File: src/gee_params.svh
// register offsets, field positions and reset values for the edge event block
`ifndef GEE_PARAMS_SVH
`define GEE_PARAMS_SVH
`define GEE_ADDR_MASK 8'h05
`define GEE_ADDR_SENSE_HI 8'h06
`define GEE_ADDR_SENSE_LO 8'h07
`define GEE_ADDR_SOURCE 8'h08
`define GEE_ADDR_EVENT 8'h09
`define GEE_ADDR_MODE 8'h10
`define GEE_RST_MASK 8'hFF
`define GEE_RST_SENSE 8'h00
`define GEE_RST_FLAGS 8'h00
`define GEE_RST_MODE 8'h00
`define GEE_MODE_UP_HI 5
`define GEE_MODE_UP_LO 4
`define GEE_MODE_LO_HI 1
`define GEE_MODE_LO_LO 0
`define GEE_LINES 8
`endif

File: src/gee_pkg.sv
// types for the edge event block
package gee_pkg;
  typedef enum logic [1:0] {
    GEE_SENSE_NONE,
    GEE_SENSE_RISE,
    GEE_SENSE_FALL,
    GEE_SENSE_BOTH
  } gee_sense_t;
  typedef enum logic [1:0] {
    GEE_LF_OFF,
    GEE_LF_2TO1,
    GEE_LF_3TO1,
    GEE_LF_3TO2
  } gee_lf_mode_t;
endpackage

File: src/gee_edge_if.sv
// carries per-line edge strobes from the detector to the register core
interface gee_edge_if;
  logic [7:0] edge_hit;
  modport det (output edge_hit);
  modport core (input edge_hit);
endinterface

File: src/gee_edge_detect.sv
// synchroniser and per-line edge detector
`include "gee_params.svh"
module gee_edge_detect
  import gee_pkg::*;
(
  input wire logic clock_in,
  input wire logic reset_in,
  input wire logic [7:0] pins_in,
  input wire logic [15:0] sense_in,
  gee_edge_if.det edges
);
  logic [7:0] sync1_q;
  logic [7:0] sync2_q;
  logic [7:0] prev_q;

  // two stages before use; first stage feeds only the second
  always_ff @(posedge clock_in or posedge reset_in) begin
    if (reset_in) begin
      sync1_q <= 8'h00;
      sync2_q <= 8'h00;
      prev_q <= 8'h00;
    end else begin
      sync1_q <= pins_in;
      sync2_q <= sync1_q;
      prev_q <= sync2_q;
    end
  end

  function automatic logic hit(input logic [1:0] s, input logic now, input logic was);
    unique case (gee_sense_t'(s))
      GEE_SENSE_NONE: hit = 1'b0;
      GEE_SENSE_RISE: hit = now & ~was;
      GEE_SENSE_FALL: hit = ~now & was;
      GEE_SENSE_BOTH: hit = now ^ was;
    endcase
  endfunction

  genvar i;
  generate
    for (i = 0; i < `GEE_LINES; i++) begin : g_line
      // line n uses bits 2n+1:2n of the merged sense word
      assign edges.edge_hit[i] = hit(sense_in[2*i+1 -: 2], sync2_q[i], prev_q[i]);
    end
  endgenerate

  chk_rise_detect: assert property (@(posedge clock_in) disable iff (reset_in)
    (sense_in[1:0] == 2'h1 && sync2_q[0] && !prev_q[0]) |-> edges.edge_hit[0])
    else $error("rising edge on line 0 missed");
  chk_none_quiet: assert property (@(posedge clock_in) disable iff (reset_in)
    (sense_in[1:0] == 2'h0) |-> !edges.edge_hit[0])
    else $error("edge reported with sensitivity off");
endmodule

File: src/gee_core.sv
// edge event latching, interrupt masking and logic function mode for eight lines
`include "gee_params.svh"
// Contract
// - mask bit 0 lets a line interrupt; mask bit 1 blocks it.
// - sense code 00 none, 01 rising, 10 falling, 11 both edges.
// - upper sense register holds lines 7-4, lower holds 3-0, two bits each.
// - configured edge on unmasked line sets its interrupt source flag.
// - interrupt output releases once all source bits are clear.
// - event bit sets on configured edge regardless of mask.
// - upper mode 00 leaves lines 7-4 as plain I/O, except line 4 when the lower mode is 3-to-2.
// - lower 3-to-1 mode drives line 3 from the decode of lines 2-0.
// - changing a line's sensitivity clears its pending event and source bits.
// - direction 1 is input and may interrupt; 0 is output.
module gee_core
  import gee_pkg::*;
(
  input wire logic clock_in,
  input wire logic reset_in,
  input wire logic [7:0] pins_in,
  input wire logic [7:0] direction_bits_in,
  input wire logic [7:0] out_data_in,
  input wire logic [1:0] table_lo_in,
  input wire logic [1:0] table_hi_in,
  input wire logic wr_en_in,
  input wire logic rd_en_in,
  input wire logic [7:0] addr_in,
  input wire logic [7:0] wdata_in,
  output logic [7:0] rdata_out,
  output logic [7:0] io_out_out,
  output logic irq_out_n_out,
  output logic irq_oe_out
);
  logic [7:0] interrupt_mask_q;
  logic [7:0] edge_sense_upper_q;
  logic [7:0] edge_sense_lower_q;
  logic [7:0] interrupt_source_flags_q;
  logic [7:0] event_flags_q;
  logic [7:0] logic_function_mode_q;
  logic [7:0] sense_chg_d;
  logic [7:0] clr_d;
  logic [7:0] rdata_d;
  logic [7:0] io_d;
  logic [7:0] src_set;
  logic [7:0] evt_set;

  gee_edge_if edges ();

  gee_edge_detect u_det (
    .clock_in(clock_in),
    .reset_in(reset_in),
    .pins_in(pins_in),
    .sense_in({edge_sense_upper_q, edge_sense_lower_q}),
    .edges(edges)
  );

  function automatic logic is_addr(input logic [7:0] a, input logic [7:0] ref_a);
    is_addr = (a == ref_a);
  endfunction

  // configuration writes
  always_ff @(posedge clock_in or posedge reset_in) begin
    if (reset_in) begin
      interrupt_mask_q <= `GEE_RST_MASK;
      edge_sense_upper_q <= `GEE_RST_SENSE;
      edge_sense_lower_q <= `GEE_RST_SENSE;
      logic_function_mode_q <= `GEE_RST_MODE;
    end else if (wr_en_in) begin
      if (is_addr(addr_in, `GEE_ADDR_MASK)) begin
        interrupt_mask_q <= wdata_in;
      end
      if (is_addr(addr_in, `GEE_ADDR_SENSE_HI)) begin
        edge_sense_upper_q <= wdata_in;
      end
      if (is_addr(addr_in, `GEE_ADDR_SENSE_LO)) begin
        edge_sense_lower_q <= wdata_in;
      end
      if (is_addr(addr_in, `GEE_ADDR_MODE)) begin
        // reserved bits are stored as written; host keeps them zero
        logic_function_mode_q <= wdata_in;
      end
    end
  end

  // per-line clear: write-1 on either flag register or a sense change
  always_comb begin
    sense_chg_d = 8'h00;
    clr_d = 8'h00;
    if (wr_en_in) begin
      for (int i = 0; i < 4; i++) begin
        if (is_addr(addr_in, `GEE_ADDR_SENSE_LO) &&
            wdata_in[2*i +: 2] != edge_sense_lower_q[2*i +: 2]) begin
          sense_chg_d[i] = 1'b1;
        end
        if (is_addr(addr_in, `GEE_ADDR_SENSE_HI) &&
            wdata_in[2*i +: 2] != edge_sense_upper_q[2*i +: 2]) begin
          sense_chg_d[i+4] = 1'b1;
        end
      end
      if (is_addr(addr_in, `GEE_ADDR_SOURCE) || is_addr(addr_in, `GEE_ADDR_EVENT)) begin
        clr_d = wdata_in;
      end
    end
    clr_d = clr_d | sense_chg_d;
  end

  assign evt_set = edges.edge_hit;
  // only unmasked input lines interrupt
  assign src_set = edges.edge_hit & ~interrupt_mask_q & direction_bits_in;

  // a new edge wins over a clear in the same cycle, except in a cycle that writes a change to that line's sense
  always_ff @(posedge clock_in or posedge reset_in) begin
    if (reset_in) begin
      event_flags_q <= `GEE_RST_FLAGS;
      interrupt_source_flags_q <= `GEE_RST_FLAGS;
    end else begin
      event_flags_q <= (event_flags_q & ~clr_d) | (evt_set & ~sense_chg_d);
      interrupt_source_flags_q <= (interrupt_source_flags_q & ~clr_d) |
                                  (src_set & ~sense_chg_d);
    end
  end

  // open drain: drive low while any source bit pending, one cycle behind the flags
  always_ff @(posedge clock_in or posedge reset_in) begin
    if (reset_in) begin
      irq_out_n_out <= 1'b1;
      irq_oe_out <= 1'b0;
    end else begin
      irq_out_n_out <= ~(|interrupt_source_flags_q);
      irq_oe_out <= |interrupt_source_flags_q;
    end
  end

  // read mux
  always_comb begin
    rdata_d = 8'h00;
    unique case (addr_in)
      `GEE_ADDR_MASK: rdata_d = interrupt_mask_q;
      `GEE_ADDR_SENSE_HI: rdata_d = edge_sense_upper_q;
      `GEE_ADDR_SENSE_LO: rdata_d = edge_sense_lower_q;
      `GEE_ADDR_SOURCE: rdata_d = interrupt_source_flags_q;
      `GEE_ADDR_EVENT: rdata_d = event_flags_q;
      `GEE_ADDR_MODE: rdata_d = logic_function_mode_q;
      default: rdata_d = 8'h00;
    endcase
  end

  always_ff @(posedge clock_in or posedge reset_in) begin
    if (reset_in) begin
      rdata_out <= 8'h00;
    end else if (rd_en_in) begin
      rdata_out <= rdata_d;
    end
  end

  // output data with logic-function overrides from the external truth table
  always_comb begin
    gee_lf_mode_t up;
    gee_lf_mode_t lo;
    up = gee_lf_mode_t'(logic_function_mode_q[`GEE_MODE_UP_HI:`GEE_MODE_UP_LO]);
    lo = gee_lf_mode_t'(logic_function_mode_q[`GEE_MODE_LO_HI:`GEE_MODE_LO_LO]);
    io_d = out_data_in;
    unique case (lo)
      GEE_LF_OFF: io_d[3:0] = out_data_in[3:0];
      GEE_LF_2TO1: io_d[2] = table_lo_in[0];
      GEE_LF_3TO1: io_d[3] = table_lo_in[0];
      GEE_LF_3TO2: io_d[4:3] = table_lo_in;
    endcase
    unique case (up)
      GEE_LF_OFF: io_d[7:4] = io_d[7:4];
      GEE_LF_2TO1: io_d[6] = table_hi_in[0];
      GEE_LF_3TO1: io_d[7] = table_hi_in[0];
      GEE_LF_3TO2: io_d[7:4] = io_d[7:4];
    endcase
  end

  always_ff @(posedge clock_in or posedge reset_in) begin
    if (reset_in) begin
      io_out_out <= 8'h00;
    end else begin
      io_out_out <= io_d;
    end
  end

  chk_mask_blocks: assert property (@(posedge clock_in) disable iff (reset_in)
    (edges.edge_hit[0] && interrupt_mask_q[0] && !interrupt_source_flags_q[0] && !clr_d[0])
      |=> !interrupt_source_flags_q[0])
    else $error("masked line raised a source flag");
  chk_src_sets: assert property (@(posedge clock_in) disable iff (reset_in)
    (src_set[0] && !sense_chg_d[0]) |=> interrupt_source_flags_q[0])
    else $error("unmasked edge did not set source flag");
  chk_evt_sets: assert property (@(posedge clock_in) disable iff (reset_in)
    (evt_set[5] && !sense_chg_d[5]) |=> event_flags_q[5])
    else $error("edge did not set event flag");
  chk_w1c_both: assert property (@(posedge clock_in) disable iff (reset_in)
    (wr_en_in && addr_in == `GEE_ADDR_EVENT && wdata_in[2] && !evt_set[2])
      |=> !interrupt_source_flags_q[2] && !event_flags_q[2])
    else $error("write one did not clear both flags");
  chk_irq_level: assert property (@(posedge clock_in) disable iff (reset_in)
    |interrupt_source_flags_q |=> !irq_out_n_out && irq_oe_out)
    else $error("interrupt not asserted with source pending");
  chk_irq_release: assert property (@(posedge clock_in) disable iff (reset_in)
    (interrupt_source_flags_q == 8'h00) |=> irq_out_n_out && !irq_oe_out)
    else $error("interrupt held with no source pending");
  chk_sense_clear: assert property (@(posedge clock_in) disable iff (reset_in)
    sense_chg_d[1] |=> !event_flags_q[1] && !interrupt_source_flags_q[1])
    else $error("sense change left pending flags");
  chk_output_line: assert property (@(posedge clock_in) disable iff (reset_in)
    (!direction_bits_in[3] && !interrupt_source_flags_q[3])
      |=> !interrupt_source_flags_q[3])
    else $error("output line produced interrupt");
  chk_lf_drive: assert property (@(posedge clock_in) disable iff (reset_in)
    (logic_function_mode_q[1:0] == 2'h2) |=> io_out_out[3] == $past(table_lo_in[0]))
    else $error("line 3 not driven by decode");
  chk_lf_off: assert property (@(posedge clock_in) disable iff (reset_in)
    // lower 3-to-2 mode takes line 4, so leave that combination out
    (logic_function_mode_q[5:4] == 2'h0 && logic_function_mode_q[1:0] != 2'h3)
      |=> io_out_out[7:4] == $past(out_data_in[7:4]))
    else $error("upper lines not plain I/O");

  cov_irq_raise: cover property (@(posedge clock_in) disable iff (reset_in)
    irq_out_n_out ##1 !irq_out_n_out);
  cov_irq_clear: cover property (@(posedge clock_in) disable iff (reset_in)
    !irq_out_n_out ##1 irq_out_n_out);
  cov_masked_event: cover property (@(posedge clock_in) disable iff (reset_in)
    evt_set[0] && interrupt_mask_q[0]);
endmodule

File: config.mk
export PLATFORM = sky130hd
export DESIGN_NAME = gee_core
export DESIGN_NICKNAME = d
export VERILOG_FILES = /design/src/gee_pkg.sv /design/src/gee_edge_if.sv /design/src/gee_edge_detect.sv /design/src/gee_core.sv
export VERILOG_INCLUDE_DIRS = /design/src
export SDC_FILE = /design/constraint.sdc
export NUM_CORES = 1
export LEC_CHECK = 0
export BUFFER_PORTS_ARGS = -buffer_cell sky130_fd_sc_hd__buf_2
export CAP_MARGIN = 30
export CORE_MARGIN = 4
export CORE_UTILIZATION = 51
export DETAILED_ROUTE_END_ITERATION = 10
export PLACE_DENSITY = 0.77
export SYNTH_ARGS = -nofsm -noshare
export SYNTH_HDL_FRONTEND = slang
export SYNTH_SLANG_ARGS = --single-unit
File: constraint.sdc
create_clock -name clock_in -period 3.4 [get_ports clock_in]
set_input_delay 1.02 -clock clock_in [delete_from_list [all_inputs] [get_ports clock_in]]
set_output_delay 1.02 -clock clock_in [all_outputs]
set_load 0.005 [all_outputs]
; After elaboration in Yosys (flattened, before gate mapping)
; Cells that the tools add are included.
[word_totals]
ff_bits = 90
input_bits = 48
word_cells = 157
[op_classes]
eq_ne = 43
n_mux = 25
bitwise = 53
n_reduce_logical = 23
[op_table]
columns = operator, n
row1 = 8-bit AND, 6
row2 = 8-bit case mux with 6 select lines, 1
row3 = 2-bit equality test (second input constant), 19
row4 = 1-bit case mux with 4 select lines, 8
row5 = 8-bit by 3-bit equality test with 1-bit output (second input constant), 3
row6 = 8-bit 2-to-1 mux, 3
row7 = 8-bit inverter, 3
row8 = 8-bit OR, 3
row9 = 2-bit by 1-bit equality test with 1-bit output (second input constant), 10
row10 = 1-bit inverter, 17
row11 = 1-bit AND, 16
row12 = 8-bit by 4-bit equality test with 1-bit output (second input constant), 2
row13 = 2-bit logical NOT, 8
row14 = 2-bit != test, 8
row15 = 1-bit 2-to-1 mux, 13
row16 = 8-bit by 5-bit equality test with 1-bit output (second input constant), 1
row17 = 1-bit logical AND, 8
row18 = 2-bit AND reduction, 4
row19 = 8-bit OR reduction, 1
row20 = 1-bit XOR, 8
row21 = 2-bit OR reduction, 1
row22 = 1-bit logical OR, 1

; Logic depth before layout (Yosys ltp)
[logic_depth]
ltp_word = 8
mapped_depth = 6
ltp_nobuf = 6

; By module
; A second synthesis with hierarchy kept.
[unflattened]
hier_cells = 414
hier_area_um2 = 4489.3
[by_module_without_submodules]
columns = mod, n_inst, cells_per_inst, area_per_inst_um2
row1 = gee_core, 1, 318, 3420.8
row2 = gee_edge_detect, 1, 96, 1068.5

; Worst setup path after synthesis
; No wires, ideal clock.
[synth_path]
path_kind = in2reg
start = in addr_in[3]
end = reg logic_function_mode_q[0]
arrival_time_ps = 2401
required_time_ps = 3275
setup_slack_ps = 874
stages = 5
cell_sequence = buf_2 or4b_1 nor3b_4 nand2_4 mux2_2
[synth_via]
elab_chain_cells = 2
[synth_lines]
columns = element, line_no
row1 = start: declaration, gee_core.sv:26  ; input wire logic [7:0] addr_in,
row2 = 8-bit by 5-bit equality test with 1-bit output, gee_core.sv:57  ; is_addr = (a == ref_a);
row3 = 2-bit AND reduction (no line), n/a
row4 = end signal: assignment, gee_core.sv:66  ; logic_function_mode_q <= `GEE_RST_MODE;
row5 = end signal: assignment, gee_core.sv:79  ; logic_function_mode_q <= wdata_in;
row6 = end: declaration, gee_core.sv:38  ; logic [7:0] logic_function_mode_q;
; Every way passes these cells.
; A chain may end at the register's enable or synchronous reset.

; Worst setup path after layout
[layout_path]
start = in addr_in[5]
end = reg logic_function_mode_q[1]
; The elaborated chain is that of the path after synthesis.

==> impl_summary.md <==
Outcome
The flow ran to the end, and the final reports show no timing, DRC or antenna violations.

Global route
The met2 track demand over resource in global routing is 0.324. Summed over all layers, the global routing overflow is 0. The busiest layer in global routing is met2. The first global-routing pass estimated 16100 microns of wire. The maximum number of pins on one net before global-route repair is 53. The met3 demand-to-capacity share in global routing is 0.0542.

The met1 capacity usage during global routing is 0.273. The total routing resource utilization after global routing is 0.208. The number of global-route vias before repair is about 3.3k. The number of antenna violations at the first check in global routing is 0.

CTS
After clock tree synthesis, the flow added hold-fix buffers numbering 0. The root buffer cell chosen for the clock tree is sky130_fd_sc_hd__clkbuf_8. The total clock buffers created by CTS is 9.

The post-CTS clock slew at the launch and capture registers of the worst setup and hold paths is 0.08 ns. In this run the deepest clock path goes through 2 buffers. The count of H-tree levels built during CTS is 3. The clock insertion delay at the later pin of the skew report is approximately 0.36 ns. In this run the post-CTS setup repair buffer count came out at 0.

The number of sinks handled by clock tree synthesis is 90. Post-CTS repair changed the size of 0 cells. The TritonCTS clock tree is done.

Cells and area
Of the cells placed in the final design, the portion with a size suffix greater than 1 is 0.306. The final standard cell utilization of the core is 0.610. The final standard cell area without fillers is 5040 sq um. The repair_antennas step left the layout with diodes totalling 0. The signed area change from the synthesized netlist to the final layout is 15.6%. After the last flow step, the layout net total stands at 517.

Routing
The total number of vias is 3246. Summed over all layers, the routed wires come to approximately 9800 microns. In the routed design, unresolved DRC markers number 0. In the routed layout, each cell is associated on average with a via count of 5.77. In the final routed layout, each cell accounts on average for ~17 microns.

In this run, the number of DRC markers left after iteration 0 of detailed routing was 159. The detailed-routing iteration count for the pre-antenna-repair pass is 5. The remaining number of nets flagged by the antenna check after routing is 0.

Synthesis
Each instance of the synthesized netlist takes up on average 11.2 sq um. The count of mapped cells out of synthesis is 389. For this run, the register share of the synthesized area comes to 0.519.

The number of nets in the synthesized netlist is 453. The number of warnings reported in the yosys synthesis log is 0. The cell area after synthesis is 4360 sq um. In this run, distinct cell masters in the synthesized netlist total 42. The register bit count reported by yosys is 90.

Min path
The terminating pin of the worst hold path is u_det.sync2_q[5]. The startpoint identified for the worst hold timing path is u_det.sync1_q[5]. The worst hold-check path type is reg -> reg.

The number of instances on the worst hold path is 0.

Setup path
The critical path's slowest cell is sky130_fd_sc_hd__or4b_1. The type of origin of the critical path is an input port. The nature of the critical path endpoint is a flip-flop. The worst path arrival time is 2.63 ns. On the worst path, the slowest cell contributes a delay of 0.59 ns. Across all register-to-register paths, the minimum setup slack is 1.93 ns.

The depth of the most critical reg-to-reg path is 5. In this run the worst path has a maximum fanout of 8. In this run the critical register-to-register path is captured at interrupt_source_flags_q[5].

The data required time of the worst path is around 3.7 ns. The buffers plus inverters on the worst setup path is 1. The startpoint identified for the worst register-to-register timing path is u_det.sync2_q[5].

The cell family with the largest share of critical-path delay is simple AND/OR/NAND/NOR gates. Walking the worst path, the cells encountered are buf_2 -> or4b_1 -> nor3b_4 -> nand2_4 -> mux2_2. By startpoint and endpoint, the worst setup path is classified as in -> reg.

Floorplanning
The die is 100 microns tall. The placeable core region is 8260 sq um. The die covers 10100 sq um. The initial utilization of the core area, before any placement, comes to 0.528.

The number of top-level design ports is 66. In this run the core area contains 33 standard-cell rows. The die width is between 100 and 150 microns.

Timing
The number of max-slew violations in the final report was 0. The minimum clock period after layout is 2.37 ns. The count of endpoints failing hold in the final timing report is 0.

Setup violations remaining at the end of the flow were counted as 0. The final critical-path share of the clock period is 0.698. The transition at the pin with the smallest max-transition slack is roughly 0.50 ns. The worst clock skew on the final layout is a little over 0.008 ns. Static timing analysis puts the maximum clock frequency at 421 MHz. Setup repair after global routing left no endpoint under its margin. Headroom to the max-slew limit came out at 0.667. The accumulated negative setup slack is 0 ns.

Pwr
The worst ir drop on vdd is 0.000260 V. The analysis attributes to cell leakage a power of 0.00235 uW. Power spread over the standard cell area amounts to 486 nW/um^2.

Place
In this run the cell area measured after placement is 4800 sq um. Routability-driven placement finished with a final weighted congestion of ~0.92. The HPWL after detailed placement is 7220 microns.

During placement, the flow inserted port buffers numbering 64.

Run
The tool flagged a number of max-cap violations equal to 0.
[cell families after synthesis]
logic type                 synth area share
AOI/OAI and AO/OA                     0.107
xor gates and xnor gates             0.0322
adders and majority gates            0.0459
buffers and inverters                0.0368
DFF                                   0.519
muxes                                 0.103
and+or+nand+nor                       0.156
[placed cells by master (no fill, tap or decap), types with 12 or more instances in the layout]
cell,instances
sky130_fd_sc_hd__a21oi_1,19
sky130_fd_sc_hd__buf_2,64
sky130_fd_sc_hd__dfrtp_1,81
sky130_fd_sc_hd__ha_1,16
sky130_fd_sc_hd__inv_1,18
sky130_fd_sc_hd__mux2_2,38
sky130_fd_sc_hd__nand2_1,22
sky130_fd_sc_hd__nand2b_1,17
sky130_fd_sc_hd__nor2_1,24
sky130_fd_sc_hd__nor2b_1,12
sky130_fd_sc_hd__o21ai_0,13
sky130_fd_sc_hd__xnor2_1,16
[cell usage after synthesis, drive strengths merged]
| cell | instances | share of area |
|---|---|---|
| dfrtp | 81 | 0.47 |
| mux2 | 38 | 0.098 |
| nor2 | 25 | 0.022 |
| nand2 | 23 | 0.022 |
| a21oi | 19 | 0.022 |
| inv | 19 | 0.016 |
| nand2b | 17 | 0.024 |
| ha | 16 | 0.046 |
| xnor2 | 16 | 0.032 |
| clkbuf | 13 | 0.013 |
| o21ai | 13 | 0.015 |
| nor2b | 12 | 0.017 |
| nand4 | 10 | 0.014 |
| a21boi | 9 | 0.016 |
| dfstp | 9 | 0.054 |
| a211oi | 8 | 0.014 |
| a31oi | 7 | 0.010 |
| and3 | 7 | 0.010 |
| buf | 7 | 0.0075 |
| nand3b | 7 | 0.012 |
| a221oi | 5 | 0.010 |
| a2bb2oi | 5 | 0.010 |
| a22oi | 4 | 0.0069 |
| and4b | 3 | 0.0069 |
| mux2i | 2 | 0.0046 |
| nand3 | 2 | 0.0023 |
| nor3b | 2 | 0.0060 |
| nor4 | 2 | 0.0029 |
| nor4b | 2 | 0.0089 |
| a22o | 1 | 0.0020 |
| and3b | 1 | 0.0020 |
| nor3 | 1 | 0.0011 |
| o32a | 1 | 0.0023 |
| or3 | 1 | 0.0014 |
| or4b | 1 | 0.0023 |
[metrics by stage]
stage / instances / setup slack, ns / hold slack [ns] / power [uW]
after global routing: 563 / 0.988 / 0.362 / 2570
after detailed placement: 547 / 0.643 / 0.336 / 1610
after global placement: 547 / 0.660 / 0.333 / 1590
after CTS: 563 / 1.03 / 0.354 / 2470
after floorplan: 389 / 0.0596 / 0.331 / 1470
final: 563 / 1.03 / 0.350 / 2450
[per-layer routing]
layer | wire length, microns | share of wire
met2 | 4800 | 0.49
met5 | 0 | 0
met3 | 864 | 0.088
met1 | 3860 | 0.39
met4 | 283 | 0.029
[worst max path at each step]
stage | start | endpoint | slack, ns | depth (start not counted)
2_1_floorplan | reset_in | edge_sense_lower_q[0] | 0.06 | 1
3_3_place_gp | addr_in[5] | logic_function_mode_q[1] | 0.66 | 5
3_5_place_dp | addr_in[5] | logic_function_mode_q[1] | 0.64 | 5
4_1_cts | addr_in[5] | logic_function_mode_q[1] | 1.03 | 5
5_1_grt | addr_in[4] | interrupt_mask_q[3] | 0.99 | 6
6_report | addr_in[5] | logic_function_mode_q[1] | 1.03 | 5
[power breakdown]
| part | leakage, uW | internal (uW) | switching [uW] |
|---|---|---|---|
| Clock | 0.000114 | 488 | 369 |
| Combinational | 0.00113 | 141 | 149 |
| Sequential | 0.00111 | 1200 | 105 |
[layout make-up]
| cell class | count | area (sq um) |
|---|---|---|
| Inverter | 19 | 73.8 |
| Clock inverter | 5 | 103 |
| Timing Repair Buffer | 73 | 400 |
| Tap cell | 105 | 131 |
| Multi-Input combinational cell | 260 | 1930 |
| Clock buffer | 11 | 131 |
| Fill cell | 705 | 3220 |
| Sequential cell | 90 | 2260 |
[state kept, by name, indices dropped and copies added, names as in the netlist]
name / count
edge_sense_lower_q: 8
edge_sense_upper_q: 8
event_flags_q: 8
interrupt_mask_q: 8
interrupt_source_flags_q: 8
io_out_out: 8
logic_function_mode_q: 8
rdata_out: 8
u_det.prev_q: 8
u_det.sync1_q: 8
u_det.sync2_q: 8
irq_oe_out: 1
irq_out_n_out: 1
Power figures use the tool's default switching activity.
